`src/pkg/uart_pkg.sv`:
```
// Constants shared by the serial port and its bit-rate divider
package uart_pkg;
  localparam int unsigned CLK_HZ = 50_000_000;
  localparam int unsigned OVERSAMPLE = 16;
  localparam int unsigned RATE_9K6_HZ = 9600;
  localparam int unsigned RATE_31K25_HZ = 31250;
  localparam int unsigned RATE_38K4_HZ = 38400;
  localparam int DIV_W = 9;
  // Terminal counts of the oversampling divider (period minus one)
  localparam logic [DIV_W-1:0] DIV_9K6 = DIV_W'(CLK_HZ / (RATE_9K6_HZ * OVERSAMPLE) - 1);
  localparam logic [DIV_W-1:0] DIV_31K25 = DIV_W'(CLK_HZ / (RATE_31K25_HZ * OVERSAMPLE) - 1);
  localparam logic [DIV_W-1:0] DIV_38K4 = DIV_W'(CLK_HZ / (RATE_38K4_HZ * OVERSAMPLE) - 1);

  // Register addresses (address bit zero)
  localparam logic ADDR_CMD_STATUS = 1'b0;
  localparam logic ADDR_DATA = 1'b1;

  // Command fields
  localparam int CMD_RATE_LSB = 0;
  localparam int CMD_TC_LSB = 5;
  localparam int CMD_RX_IRQ_BIT = 7;
  localparam logic [1:0] RATE_9K6 = 2'h0;
  localparam logic [1:0] RATE_31K25 = 2'h1;
  localparam logic [1:0] RATE_38K4 = 2'h2;
  localparam logic [1:0] RATE_RESET = 2'h3;
  localparam logic [1:0] TC_RTS_LOW = 2'h0;
  localparam logic [1:0] TC_RTS_LOW_IRQ = 2'h1;
  localparam logic [1:0] TC_RTS_HIGH = 2'h2;
  localparam logic [1:0] TC_BREAK = 2'h3;
  localparam logic [1:0] TC_RESET = TC_RTS_LOW;
  localparam logic RX_IRQ_RESET = 1'b0;

  // Status fields
  localparam int ST_RX_FULL_BIT = 0;
  localparam int ST_TX_EMPTY_BIT = 1;
  localparam int ST_CTS_BIT = 3;
  localparam int ST_FRAME_ERR_BIT = 4;
  localparam int ST_OVERRUN_BIT = 5;
  localparam int ST_IRQ_BIT = 7;

  // Pin synchroniser: {select_n, a0, rd_n, wr_n, rx, cts_n, data[7:0]}
  localparam int SYNC_W = 14;
  localparam logic [SYNC_W-1:0] SYNC_IDLE = 14'h2f00;

  // Character timing in oversampling ticks and bit counts
  localparam logic [3:0] TICK_LAST = 4'hf;
  localparam logic [3:0] TICK_MID = 4'h7;
  localparam logic [3:0] TX_LAST_BIT = 4'h9;
  localparam logic [2:0] RX_LAST_BIT = 3'h7;
endpackage

```
`src/pkg/baud_if.sv`:
```
// Link between the port logic and its bit-rate divider
interface baud_if;
  logic [1:0] rateSel;
  logic run;
  logic tick;
  modport gen (input rateSel, input run, output tick);
  modport user (output rateSel, output run, input tick);
endinterface

```
`src/hdl/midi_style_uart.sv`:
```
// Host-programmable asynchronous serial port with command/status and data registers
//
// How it works
// RL1: Select low with address zero reaches command/status, address one reaches data.
// RL2: Reset leaves rate code 11, port idle until a real rate is written.
// RL3: Writing rate code 11 clears the transmit and receive engines and flags; both data buffers keep their value.
// RL4: Rate codes 00, 01, 10 give 9.6, 31.25, 38.4 kHz both ways.
// RL5: Command bits six and five steer transmit interrupt, RTS level and break.
// RL6: 00 RTS low, 01 RTS low plus interrupt, 10 RTS high, 11 break.
// RL7: Receive enable bit raises interrupt on full buffer or overrun.
// RL8: Receive-full flag sets on a new character, clears on data read.
// RL9: Transmit-empty flag clears on data write, sets when shifter takes it.
// RL10: Status bit three shows the clear-to-send pin level directly.
// RL11: Clear-to-send high forces the transmit-empty status bit to zero.
// RL12: Framing flag marks a missing first stop bit, kept with its character.
// RL13: Overrun flag sets on overwrite of unread data, clears on data read.
// RL14: Status bit seven shows the pending interrupt request.
// RL15: Data writes fill the transmit buffer; data reads return the receive buffer.
// RL16: Frame is low start, eight bits LSB first, high stop, idle high.
module midi_style_uart
  import uart_pkg::*;
(
  input wire logic sys_clk, // System clock, 50 MHz
  input wire logic rst_b, // Master reset, active low
  input wire logic serial_port_select_n, // Port select, active low
  input wire logic hostA0, // Register address bit
  input wire logic hostRdN, // Read strobe, active low
  input wire logic hostWrN, // Write strobe, active low
  input wire logic [7:0] hostDataIn, // Data bus from host
  output logic [7:0] hostDataOut, // Data bus to host
  output logic hostDataOe, // Drive enable for the data bus
  output logic uartIrq, // Interrupt request, active high
  input wire logic serialRx, // Serial receive line
  output logic serialTx, // Serial transmit line
  input wire logic ctsN, // Clear to send, active low
  output logic rtsN // Request to send, active low
);
  typedef enum logic [0:0] {TX_IDLE, TX_SHIFT} tx_state_t;
  typedef enum logic [1:0] {RX_IDLE, RX_START, RX_DATA, RX_STOP} rx_state_t;

  function automatic logic [3:0] nextTick(input logic [3:0] cur);
    return cur + 4'h1;
  endfunction

  baud_if baud();

  uart_baud_gen baudGen (
    .sys_clk(sys_clk),
    .rst_b(rst_b),
    .baud(baud)
  );

  // Pin synchroniser; the first stage feeds only the second
  logic [SYNC_W-1:0] pinsRaw;
  logic [SYNC_W-1:0] meta_q;
  logic [SYNC_W-1:0] sync_q;

  assign pinsRaw = {serial_port_select_n, hostA0, hostRdN, hostWrN, serialRx, ctsN, hostDataIn};

  always_ff @(posedge sys_clk or negedge rst_b) begin
    if (!rst_b) begin
      meta_q <= SYNC_IDLE;
      sync_q <= SYNC_IDLE;
    end else begin
      meta_q <= pinsRaw;
      sync_q <= meta_q;
    end
  end

  logic selN;
  logic addrBit;
  logic rdN;
  logic wrN;
  logic rxLine;
  logic ctsLine;
  logic [7:0] dataPins;

  assign {selN, addrBit, rdN, wrN, rxLine, ctsLine, dataPins} = sync_q;

  // Host strobes; an access takes effect when its strobe is released
  logic rdActive;
  logic wrActive;
  logic rdPrev_q;
  logic wrPrev_q;
  logic rdAddr_q;
  logic wrAddr_q;
  logic [7:0] wrData_q;
  logic rdEnd;
  logic wrEnd;

  assign rdActive = !selN && !rdN;
  assign wrActive = !selN && !wrN;
  assign rdEnd = rdPrev_q && !rdActive;
  assign wrEnd = wrPrev_q && !wrActive;

  always_ff @(posedge sys_clk or negedge rst_b) begin
    if (!rst_b) begin
      rdPrev_q <= 1'b0;
      wrPrev_q <= 1'b0;
    end else begin
      rdPrev_q <= rdActive;
      wrPrev_q <= wrActive;
    end
  end

  // Address and data are held from the last sampled cycle of the strobe
  always_ff @(posedge sys_clk or negedge rst_b) begin
    if (!rst_b) begin
      rdAddr_q <= ADDR_CMD_STATUS;
      wrAddr_q <= ADDR_CMD_STATUS;
      wrData_q <= 8'h00;
    end else begin
      if (rdActive) begin
        rdAddr_q <= addrBit;
      end
      if (wrActive) begin
        wrAddr_q <= addrBit;
        wrData_q <= dataPins;
      end
    end
  end

  logic cmdWrite;
  logic dataWrite;
  logic dataRead;

  assign cmdWrite = wrEnd && (wrAddr_q == ADDR_CMD_STATUS); // RL1
  assign dataWrite = wrEnd && (wrAddr_q == ADDR_DATA); // RL1
  assign dataRead = rdEnd && (rdAddr_q == ADDR_DATA); // RL1

  // Command register
  logic [1:0] rate_q;
  logic [1:0] txCtl_q;
  logic rxIe_q;
  logic portIdle;

  always_ff @(posedge sys_clk or negedge rst_b) begin
    if (!rst_b) begin
      rate_q <= RATE_RESET; // RL2
      txCtl_q <= TC_RESET;
      rxIe_q <= RX_IRQ_RESET;
    end else if (cmdWrite) begin
      rate_q <= wrData_q[CMD_RATE_LSB +: 2]; // RL3
      txCtl_q <= wrData_q[CMD_TC_LSB +: 2]; // RL5
      rxIe_q <= wrData_q[CMD_RX_IRQ_BIT];
    end
  end

  // Code 11 holds every engine and the receive-full, framing, overrun and transmit-full bits cleared until a rate is chosen
  assign portIdle = (rate_q == RATE_RESET); // RL2 RL3
  assign baud.rateSel = rate_q; // RL4
  assign baud.run = !portIdle; // RL2

  logic tick;
  assign tick = baud.tick;

  // Transmitter
  tx_state_t txState_q;
  logic txFull_q;
  logic [7:0] txBuf_q;
  logic [9:0] txShift_q;
  logic [3:0] txTick_q;
  logic [3:0] txBit_q;
  logic txLoad;
  logic txBitEnd;
  logic txBreak;
  logic txEmpty;

  // Character leaves the buffer only while the far end is ready
  assign txLoad = (txState_q == TX_IDLE) && txFull_q && !ctsLine && tick;
  assign txBitEnd = (txState_q == TX_SHIFT) && tick && (txTick_q == TICK_LAST);
  assign txBreak = (txCtl_q == TC_BREAK); // RL6
  assign txEmpty = !txFull_q && !ctsLine; // RL11

  always_ff @(posedge sys_clk or negedge rst_b) begin
    if (!rst_b) begin
      txFull_q <= 1'b0;
      txBuf_q <= 8'h00;
    end else if (portIdle) begin
      txFull_q <= 1'b0; // RL3
    end else if (dataWrite) begin
      txFull_q <= 1'b1; // RL9
      txBuf_q <= wrData_q; // RL15
    end else if (txLoad) begin
      txFull_q <= 1'b0; // RL9
    end
  end

  always_ff @(posedge sys_clk or negedge rst_b) begin
    if (!rst_b) begin
      txState_q <= TX_IDLE;
      txShift_q <= 10'h3ff;
      txTick_q <= 4'h0;
      txBit_q <= 4'h0;
    end else if (portIdle) begin
      txState_q <= TX_IDLE; // RL3
      txShift_q <= 10'h3ff;
      txTick_q <= 4'h0;
      txBit_q <= 4'h0;
    end else if (txLoad) begin
      txState_q <= TX_SHIFT;
      txShift_q <= {1'b1, txBuf_q, 1'b0}; // RL16
      txTick_q <= 4'h0;
      txBit_q <= 4'h0;
    end else if (txBitEnd) begin
      txShift_q <= {1'b1, txShift_q[9:1]}; // RL16
      txTick_q <= 4'h0;
      txBit_q <= nextTick(txBit_q);
      if (txBit_q == TX_LAST_BIT) begin
        txState_q <= TX_IDLE;
      end
    end else if ((txState_q == TX_SHIFT) && tick) begin
      txTick_q <= nextTick(txTick_q);
    end
  end

  // Break overrides the line; a character in flight keeps its timing underneath
  logic txLine_d;
  logic txLine_q;
  logic rtsN_q;

  assign txLine_d = txBreak ? 1'b0 : ((txState_q == TX_SHIFT) ? txShift_q[0] : 1'b1); // RL6 RL16

  always_ff @(posedge sys_clk or negedge rst_b) begin
    if (!rst_b) begin
      txLine_q <= 1'b1;
      rtsN_q <= 1'b0;
    end else begin
      txLine_q <= txLine_d;
      rtsN_q <= (txCtl_q == TC_RTS_HIGH); // RL6
    end
  end

  assign serialTx = txLine_q;
  assign rtsN = rtsN_q;

  // Receiver: start bit confirmed at mid-bit, then one sample per bit time
  rx_state_t rxState_q;
  logic [3:0] rxTick_q;
  logic [2:0] rxBit_q;
  logic [7:0] rxShift_q;
  logic rxDone;

  assign rxDone = (rxState_q == RX_STOP) && tick && (rxTick_q == TICK_LAST);

  always_ff @(posedge sys_clk or negedge rst_b) begin
    if (!rst_b) begin
      rxState_q <= RX_IDLE;
      rxTick_q <= 4'h0;
      rxBit_q <= 3'h0;
      rxShift_q <= 8'h00;
    end else if (portIdle) begin
      rxState_q <= RX_IDLE; // RL3
      rxTick_q <= 4'h0;
      rxBit_q <= 3'h0;
    end else if (tick) begin
      rxTick_q <= nextTick(rxTick_q);
      unique case (rxState_q)
        RX_IDLE: begin
          rxTick_q <= 4'h0;
          if (!rxLine) begin
            rxState_q <= RX_START;
          end
        end
        RX_START: begin
          if (rxTick_q == TICK_MID) begin
            rxTick_q <= 4'h0;
            rxBit_q <= 3'h0;
            rxState_q <= rxLine ? RX_IDLE : RX_DATA;
          end
        end
        RX_DATA: begin
          if (rxTick_q == TICK_LAST) begin
            rxShift_q <= {rxLine, rxShift_q[7:1]}; // RL16
            rxBit_q <= rxBit_q + 3'h1;
            if (rxBit_q == RX_LAST_BIT) begin
              rxState_q <= RX_STOP;
            end
          end
        end
        RX_STOP: begin
          if (rxTick_q == TICK_LAST) begin
            rxState_q <= RX_IDLE;
          end
        end
      endcase
    end
  end

  // Receive buffer and flags; a new character wins over a same-cycle read
  logic [7:0] rxData_q;
  logic rxFull_q;
  logic frameErr_q;
  logic overrun_q;

  always_ff @(posedge sys_clk or negedge rst_b) begin
    if (!rst_b) begin
      rxData_q <= 8'h00;
      frameErr_q <= 1'b0;
    end else if (portIdle) begin
      frameErr_q <= 1'b0; // RL3
    end else if (rxDone) begin
      rxData_q <= rxShift_q; // RL15
      frameErr_q <= !rxLine; // RL12
    end
  end

  always_ff @(posedge sys_clk or negedge rst_b) begin
    if (!rst_b) begin
      rxFull_q <= 1'b0;
      overrun_q <= 1'b0;
    end else if (portIdle) begin
      rxFull_q <= 1'b0; // RL3
      overrun_q <= 1'b0;
    end else begin
      if (rxDone) begin
        rxFull_q <= 1'b1; // RL8
      end else if (dataRead) begin
        rxFull_q <= 1'b0; // RL8
      end
      if (rxDone && rxFull_q) begin
        overrun_q <= 1'b1; // RL13
      end else if (dataRead) begin
        overrun_q <= 1'b0; // RL13
      end
    end
  end

  // Interrupt request
  logic rxIrq;
  logic txIrq;
  logic irq_q;

  assign rxIrq = rxIe_q && (rxFull_q || overrun_q); // RL7
  assign txIrq = (txCtl_q == TC_RTS_LOW_IRQ) && txEmpty; // RL5 RL6

  always_ff @(posedge sys_clk or negedge rst_b) begin
    if (!rst_b) begin
      irq_q <= 1'b0;
    end else begin
      irq_q <= rxIrq || txIrq;
    end
  end

  assign uartIrq = irq_q;

  // Status byte; unused bits read as zero
  logic [7:0] statusByte;

  always_comb begin
    statusByte = 8'h00;
    statusByte[ST_RX_FULL_BIT] = rxFull_q; // RL8
    statusByte[ST_TX_EMPTY_BIT] = txEmpty; // RL9 RL11
    statusByte[ST_CTS_BIT] = ctsLine; // RL10
    statusByte[ST_FRAME_ERR_BIT] = frameErr_q; // RL12
    statusByte[ST_OVERRUN_BIT] = overrun_q; // RL13
    statusByte[ST_IRQ_BIT] = irq_q; // RL14
  end

  // Read data follows the live state while the read strobe is held
  logic [7:0] readData;
  logic [7:0] dataOut_q;

  assign readData = (addrBit == ADDR_DATA) ? rxData_q : statusByte; // RL1 RL15

  always_ff @(posedge sys_clk or negedge rst_b) begin
    if (!rst_b) begin
      dataOut_q <= 8'h00;
    end else if (rdActive) begin
      dataOut_q <= readData;
    end
  end

  assign hostDataOut = dataOut_q;
  assign hostDataOe = rdPrev_q;
endmodule

```
`src/hdl/uart_baud_gen.sv`:
```
// Oversampling tick divider for the three selectable bit rates
module uart_baud_gen
  import uart_pkg::*;
(
  input wire logic sys_clk, // System clock
  input wire logic rst_b, // Asynchronous reset, active low
  baud_if.gen baud // Rate select in, tick out
);
  logic [DIV_W-1:0] count_q;
  logic [DIV_W-1:0] count_d;
  logic [DIV_W-1:0] lastCount;
  logic atLast;
  logic tick_q;

  assign lastCount = (baud.rateSel == RATE_31K25) ? DIV_31K25 :
                     (baud.rateSel == RATE_38K4) ? DIV_38K4 : DIV_9K6;
  assign atLast = (count_q >= lastCount);
  assign count_d = (!baud.run || atLast) ? '0 : count_q + DIV_W'(1);
  assign baud.tick = tick_q;

  always_ff @(posedge sys_clk or negedge rst_b) begin
    if (!rst_b) begin
      count_q <= '0;
      tick_q <= 1'b0;
    end else begin
      count_q <= count_d;
      tick_q <= baud.run && atLast;
    end
  end
endmodule

```
`config.mk`:
```
export PLATFORM = sky130hd
export DESIGN_NAME = midi_style_uart
export DESIGN_NICKNAME = d
export VERILOG_FILES = /design/src/pkg/uart_pkg.sv /design/src/pkg/baud_if.sv /design/src/hdl/midi_style_uart.sv /design/src/hdl/uart_baud_gen.sv
export SDC_FILE = /design/constraint.sdc
export NUM_CORES = 1
export LEC_CHECK = 0
export ABC_CLOCK_PERIOD_IN_PS = 6550
export BUFFER_PORTS_ARGS = -buffer_cell sky130_fd_sc_hd__buf_2
export CORE_ASPECT_RATIO = 1.5
export CORE_UTILIZATION = 30
export DETAILED_ROUTE_END_ITERATION = 10
export MAX_ROUTING_LAYER = met4
export PLACE_DENSITY = 0.53
export SYNTH_ARGS = -nofsm -noshare
export SYNTH_HDL_FRONTEND = slang
export SYNTH_SLANG_ARGS = --single-unit
```
`constraint.sdc`:
```
create_clock -name sys_clk -period 6.55 [get_ports sys_clk]
set_input_delay 1.31 -clock sys_clk [delete_from_list [all_inputs] [get_ports sys_clk]]
set_output_delay 1.31 -clock sys_clk [all_outputs]
set_load 0.05 [all_outputs]
```
Word level (Yosys, flattened, before mapping)
Cells that the tools add are included.
{"block": "totals", "output_inout_bits": 12, "input_bits": 16, "reg_bits": 122}
{"block": "classes", "n_addsub": 5, "n_bitwise": 3, "mux": 48, "n_reduce_logical": 47, "n_eq_ne": 19, "order_cmp": 1}
{"op": "$mux W4", "count": 10}
{"op": "$mux W10", "count": 3}
{"op": "$mux W9", "count": 3}
{"op": "$logic_and A1 B1 Y1", "count": 19}
{"op": "$reduce_bool A3 Y1", "count": 6}
{"op": "$mux W1", "count": 16}
{"op": "$mux W2", "count": 8}
{"op": "$add A4 B1 Y4 const B", "count": 3}
{"op": "$eq A2 B2 Y1 const B", "count": 6}
{"op": "$eq A4 B4 Y1 const B", "count": 3}
{"op": "$mux W3", "count": 4}
{"op": "$ne A3 B3 Y1 const B", "count": 4}
{"op": "$add A9 B1 Y9 const B", "count": 1}
{"op": "$ge A9 B9 Y1", "count": 1}
{"op": "$logic_not A1 Y1", "count": 9}
{"op": "$mux W8", "count": 1}
{"op": "$pmux W2 S4", "count": 1}
{"op": "$pmux W4 S2", "count": 1}
{"op": "$reduce_and A4 Y1", "count": 2}
{"op": "$eq A2 B1 Y1 const B", "count": 3}
{"op": "$pmux W3 S2", "count": 1}
{"op": "$reduce_and A2 Y1", "count": 3}
{"op": "$reduce_and A6 Y1", "count": 1}
{"op": "$eq A4 B3 Y1 const B", "count": 1}
{"op": "8 further kinds", "count": 13}

Longest topological paths before layout
Gate-level depths: netlist of the first run.
{"block": "logic_depth", "word_depth": 8, "ltp_mapped": 8, "depth_no_buf": 8}

Hierarchy
Synthesis of the first run repeated with hierarchy kept, for this count alone.
{"block": "hier_totals", "cells_unflattened": 417, "hier_area_um2": 5152.4}
{"mod": "midi_style_uart", "n_inst": 1, "area_each_um2": 4484.3, "seq_area_each_um2": 2805.2, "cells_per_inst": 352}
{"mod": "uart_baud_gen", "n_inst": 1, "area_each_um2": 668.1, "seq_area_each_um2": 250.2, "cells_per_inst": 65}

Worst setup path after synthesis of the first run
OpenSTA, ideal clock, no wires.
{"block": "synth_path", "path_type": "reg-to-reg", "startpoint": "reg rate_q[0], in the netlist baud.rateSel[0]", "endpoint": "reg baudGen.count_q[2]", "stages_incl_launch_ff": 9, "t_arrival_ns": 2.046, "slack_ns": 4.357, "setup_time_ns": 0.147, "period_less_slack_ns": 2.193, "path_cell_list": "dfstp_2 inv_1 ha_1 inv_1 ha_1 and4b_1 nand2b_1 a311oi_2 nor3_1"}
{"block": "synth_between", "elab_chain_len": 6}
{"element": "start, declared", "line_no": "midi_style_uart.sv:132", "source": "logic [1:0] rate_q;"}
{"element": "start signal, assigned", "line_no": "midi_style_uart.sv:143", "source": "rate_q <= wrData_q[CMD_RATE_LSB +: 2];"}
{"element": "$eq A2 B2 Y1", "line_no": "uart_baud_gen.sv:16", "source": "(baud.rateSel == RATE_38K4) ? DIV_38K4 : DIV_9K6;"}
{"element": "$mux W9", "line_no": "uart_baud_gen.sv:16"}
{"element": "$mux W9", "line_no": "uart_baud_gen.sv:15", "source": "assign lastCount = (baud.rateSel == RATE_31K25) ? DIV_31K25 :"}
{"element": "$ge A9 B9 Y1", "line_no": "uart_baud_gen.sv:17", "source": "assign atLast = (count_q >= lastCount);"}
{"element": "$logic_or A1 B1 Y1 (*)", "line_no": "uart_baud_gen.sv:18", "source": "assign count_d = (!baud.run || atLast) ? '0 : count_q + DIV_W'(1);"}
{"element": "$mux W9 (*)", "line_no": "uart_baud_gen.sv:18"}
{"element": "named net baudGen.count_d[2]", "line_no": "uart_baud_gen.sv:10", "source": "logic [DIV_W-1:0] count_d;"}
{"element": "end signal, assigned", "line_no": "uart_baud_gen.sv:26", "source": "count_q <= count_d;"}
{"element": "end, declared", "line_no": "uart_baud_gen.sv:9", "source": "logic [DIV_W-1:0] count_q;"}
Mark *: on every way through the listed nets, which the timed path passes. The rest lies on a longest branch.
A chain may end at the register's enable or synchronous reset.

Worst setup path after layout of the first run
Ends and elaborated chain as after synthesis.

==> results of run 1 <==
## area by class of cell
cell class | instances | area share (%)
clock inverter | 15 | 2.84
inverter | 16 | 1.02
clock buffer | 17 | 7.26
tap | 206 | 4.40
timing repair buffer | 28 | 2.48
sequential | 121 | 52.1
multi-input combinational | 239 | 29.9
## cell usage after synthesis, drive strengths merged, types with 2 or more instances
master	n	area, um^2
dfrtp	99	2480
mux2	36	432
nand2	31	116
nor3	25	125
dfstp	22	578
nor2	21	81.3
a21oi	17	85.1
ha	16	200
inv	16	60.1
o21ai	16	80.1
mux2i	13	130
nand3	13	70.1
xnor2	11	96.3
buf	7	67.6
clkbuf	7	36.3
a311oi	3	32.5
xor2	3	26.3
a211o	2	17.5
a211oi	2	15.0
a21o	2	15.0
a22o	2	17.5
a22oi	2	15.0
and3	2	13.8
nand2b	2	12.5
nor3b	2	20.0
o41ai	2	17.5
## logic make-up (layout without fill, tap and decap cells)
kind of cell | after synthesis | in the layout | share of synthesized area, %
compound gates | 53 | 53 | 6.69
fa+ha+maj | 16 | 16 | 4.03
xor+xnor | 14 | 14 | 2.47
mux | 49 | 49 | 11.3
simple gates | 107 | 107 | 10.8
buf+inv | 30 | 76 | 3.30
flops | 121 | 121 | 61.4
## report_power, final
group	internal (uW)	total (uW)	leakage, uW	switching, uW
registers	847	914	0.00151	66.7
clock network	568	921	0.000287	353
logic	109	260	0.000858	151
## worst register-to-register path, cell delays in order (launching register included)
cell      delay [ps]
dfstp_2          550
inv_1             50
ha_1             270
inv_1             60
ha_1             290
and4b_1          240
nand2b_1         100
a311oi_2         660
nor3_1           140
## flip-flops by register name (all words and copies together), names as in the netlist, 2 cells and up
signal	flops
meta_q	14
sync_q	14
baudGen.count_q	9
txShift_q	9
hostDataOut	8
rxData_q	8
rxShift_q	8
txBuf_q	8
wrData_q	8
rxTick_q	4
txBit_q	4
txTick_q	4
rxBit_q	3
baud.rateSel	2
rxState_q	2
txCtl_q	2
## metal layers
layer	share of wire, %	GRT usage [%]	vias to the layer above	wire, um
li1	-	-	1439	-
met1	43	14.4	1489	3880
met2	52	19.6	53	4640
met3	2.9	2.98	12	259
met4	1.8	5.73	0	161
met5	0	-	-	0
## per-stage QoR
stage	setup slack, ps	std cells	total power [uW]
3_3_place_gp	3830	610	1170
2_1_floorplan	4360	390	1100
6_report	4040	642	2090
4_1_cts	4010	642	2120
5_1_grt	3860	642	2200
3_5_place_dp	3780	610	1190
## path summary, 6_finish.rpt
| kind | end | slack (ps) |
|---|---|---|
| worst max register to register | baudGen.count_q[2] | 4040 |
| worst max-delay path | baudGen.count_q[2] | 4040 |
| max in group asynchronous | txBit_q[1] | 4310 |
| worst min-delay path | sync_q[0] | 350 |
| min in group asynchronous | rxTick_q[0] | 970 |
| worst min register to register | sync_q[0] | 350 |
==> run summary, run 1 <==
The core region is 16,200 um^2. The number of global-route vias before repair came out at 3,157. A synthesized cell averages 12.7 um^2. Traced cell by cell, the critical path runs through inv_1, ha_1, inv_1, ha_1, and4b_1, nand2b_1, a311oi_2, nor3_1. Leaving out fill and tap cells, the most frequent cell in the layout is dfrtp_1. The clock root buffer is clkbuf_16. The total inserted antenna cells is 0. Sequential elements use 61.4% of the synthesized area. The slowest stage of the critical path belongs to the cell a311oi_2. The number of DRC violations after detailed-routing iteration 0 came out at 115. The growth of design area from synthesis to finish came out at 17.9%.

The average wire per standard cell came out at 13.9 um. The post-route minimum period is 2510 ps. The launching element of the worst setup path is baud.rateSel[0]. The run finished with clean final reports. The number of buffers created by CTS is 17.

The number of different library cells used by synthesis comes to 50. The number of maximum-capacitance violations came out at 0. The finished cells cover 5860 um^2. The first-pass iteration count of the detailed router came out at 5. The clock latency on the worst-skew pair came out at 410 ps. In this run the number of cells on the critical path is 8. Setup repair after global routing left no endpoint under its margin. The number of buffer cells added on primary ports came out at 27. The HPWL after detailed placement is 6140 um. The die extent in y came out at 160 um. In the layout the commonest cells are dfrtp_1 (99), nand2_1 (31), mux2_2 (29). The wire length after detailed routing is 8940 um. After routing, the total negative slack on setup checks comes to 0 ps. The H-tree generated during clock tree synthesis spans 4 levels. The worst slew margin relative to its limit is 42.0%. The floorplan step defined a die boundary enclosing 17,100 um^2. From left edge to right edge, the die measures 107 um.

TritonCTS built the clock tree. The startpoint of the lowest-slack register-to-register path is baud.rateSel[0]. The worst reg2reg path depth is 8. The critical path in this run is classified as register to register. The number of antenna violations at the first check in global routing came out at 0. The largest clock skew in the final design is 11.2 ps.

The total setup violations reported at the end of the flow is 0. In this run, post-CTS hold repair placed 0 buffers. The worst supply voltage drop on vdd is 125 uV.

The post-cts resize count came out at 0. Power spread over the standard cell area amounts to 357 nW/um^2. The clock slew at the register clock pins of the worst setup and hold paths came out at 60 ps. STA classifies the critical path startpoint as a register. The longest clock path from root to sink contains 2 buffers.

The total setup buffers inserted after CTS came out at 0. The worst hold slack after final layout is 346 ps. The weighted congestion at the end of routability-driven global placement is 0.729. Counting flops and latches in the post-synthesis netlist gives 121. The sequential cell area is 3060 um^2. The class of the tightest hold or removal check is register to register. The highest clock frequency the design can meet came out at 0.399 GHz. The fraction of layout instances using a drive strength above 1 is 29.4%. The initial standard-cell utilization of the core is 30.7%. The actual transition at the worst max-transition pin is 870 ps. The total number of vias is 2,993. In the routed design, unresolved DRC markers number 0.

Once placement finished, the instance area stood at 5270 um^2. In this design, the largest share of critical-path delay is due to compound AO/OA/AOI/OAI gates. The synthesized instance count is 390. The number of flops mapped to enable cells by yosys is 0. Using the TritonRoute via totals, the vias-per-cell ratio works out to 4.66. The highest net fanout along the worst path is 9.

The overflow left after global routing is 0. Data arrives at the worst endpoint at 2770 ps. The global-route wire length before repair is 15,800 um. The layout has 1,570 filler cells. The delay of the slowest cell on the worst path is 660 ps. The data required time of the worst path is 6810 ps. For this run, the leading register cell type out of synthesis is dfrtp_1.

In the synthesized netlist the async set-or-reset flop fraction comes to 100%. STA classifies the critical path endpoint as a register. The post-synthesis net count came out at 422. The number of slew-limit violations in the final report is 0. Yosys printed 0 warnings.

The leakage power is 0.00266 uW. The final worst-path cycle share came out at 38.3%. The cell area after synthesis is 4970 um^2.

The global-route usage over all layers came out at 12.2%. The cell depth of the worst hold path came out at 0. The multi-input combinational cell area came out at 1750 um^2.

Cells fill 36.2% of the core in the end. Entering global routing, the biggest net connects 63 pins. The total buffers and inverters traversed by the critical path came out at 2. The final layout net count came out at 455. The launch point of the worst hold path is meta_q[0]. The number of antenna-violating nets in the routed design is 0.

The final hold violation count is 0. The number of rows in the core area is 57. CTS saw 121 sinks. The top-level I/O count is 28.
Note: power is estimated with default switching activity, not from simulation.
==> inputs of run 2 (changes only) <==
--- a/config.mk
+++ b/config.mk
@@ -5,7 +5,7 @@
 export SDC_FILE = /design/constraint.sdc
 export NUM_CORES = 1
 export LEC_CHECK = 0
-export ABC_CLOCK_PERIOD_IN_PS = 6550
+export ABC_CLOCK_PERIOD_IN_PS = 2500
 export BUFFER_PORTS_ARGS = -buffer_cell sky130_fd_sc_hd__buf_2
 export CORE_ASPECT_RATIO = 1.5
 export CORE_UTILIZATION = 30
==> constraint.sdc (replaced) <==
create_clock -name sys_clk -period 2.5 [get_ports sys_clk]
set_input_delay 0.5 -clock sys_clk [delete_from_list [all_inputs] [get_ports sys_clk]]
set_output_delay 0.5 -clock sys_clk [all_outputs]
set_load 0.05 [all_outputs]
==> run 2 against run 1 <==
Compared with the run above: clock skew is 2.0 ps lower; flip-flop and latch count stayed put; first-iteration DRC count shrank 18%.
==> run summary, run 2 (synthesis gave the netlist of run 1 again) <==
The initial standard-cell utilization of the core came out at 30.7%. The detailed-route vias per instance is 4.63. Counting along the longest clock path gives a buffer depth of 2. In the routed design, unresolved DRC markers number 0. Summing internal, switching and leakage power gives 5480 uW. The startpoint identified for the worst register-to-register timing path is baud.rateSel[0].

The flow ran to the end, and the final reports show no timing, DRC or antenna violations. Summing all multi-input logic gate instances after layout gives 1770 um^2. The analysis attributes to cell leakage a power of 0.00270 uW. The worst hold slack after final layout came out at 172 ps.

For this design, the slowest cell found on the critical path is dfstp_2. In this run the tightest slew margin relative to its limit is 49.7%. The class of the tightest hold or removal check is input port to register. The top-level I/O count is 28. From left edge to right edge, the die measures 107 um.

For this run, the detailed router's first-pass iteration total came to 4. Traced cell by cell, the critical path runs through inv_1, ha_1, inv_1, ha_1, a211o_1, a21oi_2, a311oi_4, buf_4, nor3_1. The total number of vias is 3,022. The area of the core came out at 16,200 um^2. The critical path is of the register to register type. The number of maximum-capacitance violations came out at 0.

Buffers placed on the I/O ports in this run total 27. Setup repair after global routing left no endpoint under its margin. The number of slew-limit violations in the final report is 0. The worst hold path begins at ctsN.

The final layout net count came out at 466. The actual transition at the worst max-transition pin came out at 752 ps. The tree is rooted in a clkbuf_16. The post-route minimum period came out at 2320 ps. The die extent in y came out at 160 um. The number of clock sinks seen by CTS came out at 121. The post-placement setup slack is -15.8 ps. The global-route wire length before repair came out at 15,700 um.

The number of antenna violations at the first check in global routing is 0. The family of cells with the greatest summed delay on the critical path is compound AO/OA/AOI/OAI gates. Derived from the worst setup path, the maximum achievable clock frequency is 0.432 GHz. The launching element of the worst setup path is baud.rateSel[0]. The detailed router finished its first iteration with 94 violations. The number of buffers created by CTS came out at 17. The number of antenna-violating nets in the routed design is 0. The clock slew at the register clock pins of the worst setup and hold paths came out at 60 ps. The sequential cell area is 3060 um^2. The element type at the critical path end is a register. The number of global-route vias before repair came to 3,174. The total inserted antenna cells came out at 0. In the layout the commonest cells are dfrtp_1 (99), nand2_1 (31), mux2_2 (29). The delay of the slowest cell on the worst path came out at 540 ps.

The clock latency on the worst-skew pair came out at 420 ps. The fraction of layout instances using a drive strength above 1 is 31.1%. The cell area power density came out at 920 nW/um^2. The startpoint kind of the worst setup timing path is a register. The growth of design area from synthesis to finish came out at 19.9%. The global-route usage over all layers is 12.3%.

The die covers 17,100 um^2. The total buffers and inverters traversed by the critical path is 3. The arrival time at the worst endpoint is 2640 ps. The highest net fanout along the worst path is 4. The average wire per standard cell came out at 13.8 um. Data on the critical path is required at its endpoint by 2830 ps. The final hold violation count is 0. The filler cells instantiated in the layout total 1,554. The worst-case IR drop observed on VDD is 443 uV. Summed over all nets, the half-perimeter wirelength after detailed placement is 6170 um. In the final layout, the registers with the most flip-flops are meta_q x14, sync_q x14. Wires add up to 9010 um. The overflow left after global routing is 0. The final critical path takes up 92.7% of the cycle. The weighted congestion at the end of routability-driven global placement is 0.787. The largest clock skew in the final design is 9.13 ps. The maximum number of pins on one net before global-route repair is 58. In this run the number of H-tree levels came out at 4. The total setup violations reported at the end of the flow came out at 0. Leaving out fill and tap cells, the most frequent cell in the layout is dfrtp_1. The final worst setup slack came out at 184 ps. Row generation in the floorplan step produced 57 rows. TritonCTS built the clock tree.
==> run 2: area by class of cell <==
| type | count | share of cell area (%) |
|---|---|---|
| Inverter | 16 | 1.01 |
| Sequential cell | 121 | 51.2 |
| Timing Repair Buffer | 39 | 4.07 |
| Tap cell | 206 | 4.32 |
| Clock inverter | 14 | 2.33 |
| Multi-Input combinational cell | 239 | 29.7 |
| Clock buffer | 18 | 7.37 |
==> run 2: per-stage QoR <==
| step | util (%) | cell area [um^2] | instances | TNS (ps) |
|---|---|---|---|---|
| finish | 36.8 | 5960 | 653 | 0 |
| global route | 36.8 | 5960 | 653 | 0 |
| CTS | 36.7 | 5940 | 651 | 0 |
| detailed placement | 33.0 | 5340 | 618 | -22.1 |
| global placement | 33.0 | 5340 | 618 | 0 |
| floorplan | - | 4970 | 390 | 0 |
==> run 2: final timing paths <==
| path | end | slack, ps | depth (start not counted) |
|---|---|---|---|
| max | baudGen.count_q[7] | 180 | 9 |
| min | meta_q[8] | 170 | 1 |
| max reg2reg | baudGen.count_q[7] | 180 | 9 |
| min reg2reg | sync_q[4] | 350 | 0 |
| max in group asynchronous | sync_q[9] | 1310 | 3 |
| min in group asynchronous | rxTick_q[3] | 530 | 2 |
==> run 2: repair_timing <==
action | in CTS | in global routing
buffers inserted | 0 | 2
hold endpoints to repair | 23 | 0
hold buffers | 1 | 0
resized for setup | 1 | 1
setup endpoints to repair | 2 | 9
pin swaps | 0 | 1
==> run 2: layer usage <==
layer / track usage (%) / wire [um] / part of all wire [%] / vias up
li1: - / - / - / 1448
met5: - / 0 / 0 / -
met2: 19.4 / 4580 / 51 / 50
met3: 4.04 / 327 / 3.6 / 18
met4: 6.72 / 221 / 2.5 / 0
met1: 13.8 / 3880 / 43 / 1506
==> run 2: where the power goes <==
| group | switching (uW) | leakage (uW) | internal, uW |
|---|---|---|---|
| combinational | 424 | 0.000919 | 308 |
| sequential | 174 | 0.00151 | 2220 |
| clock | 949 | 0.000264 | 1410 |
| total | 1550 | 0.00270 | 3940 |
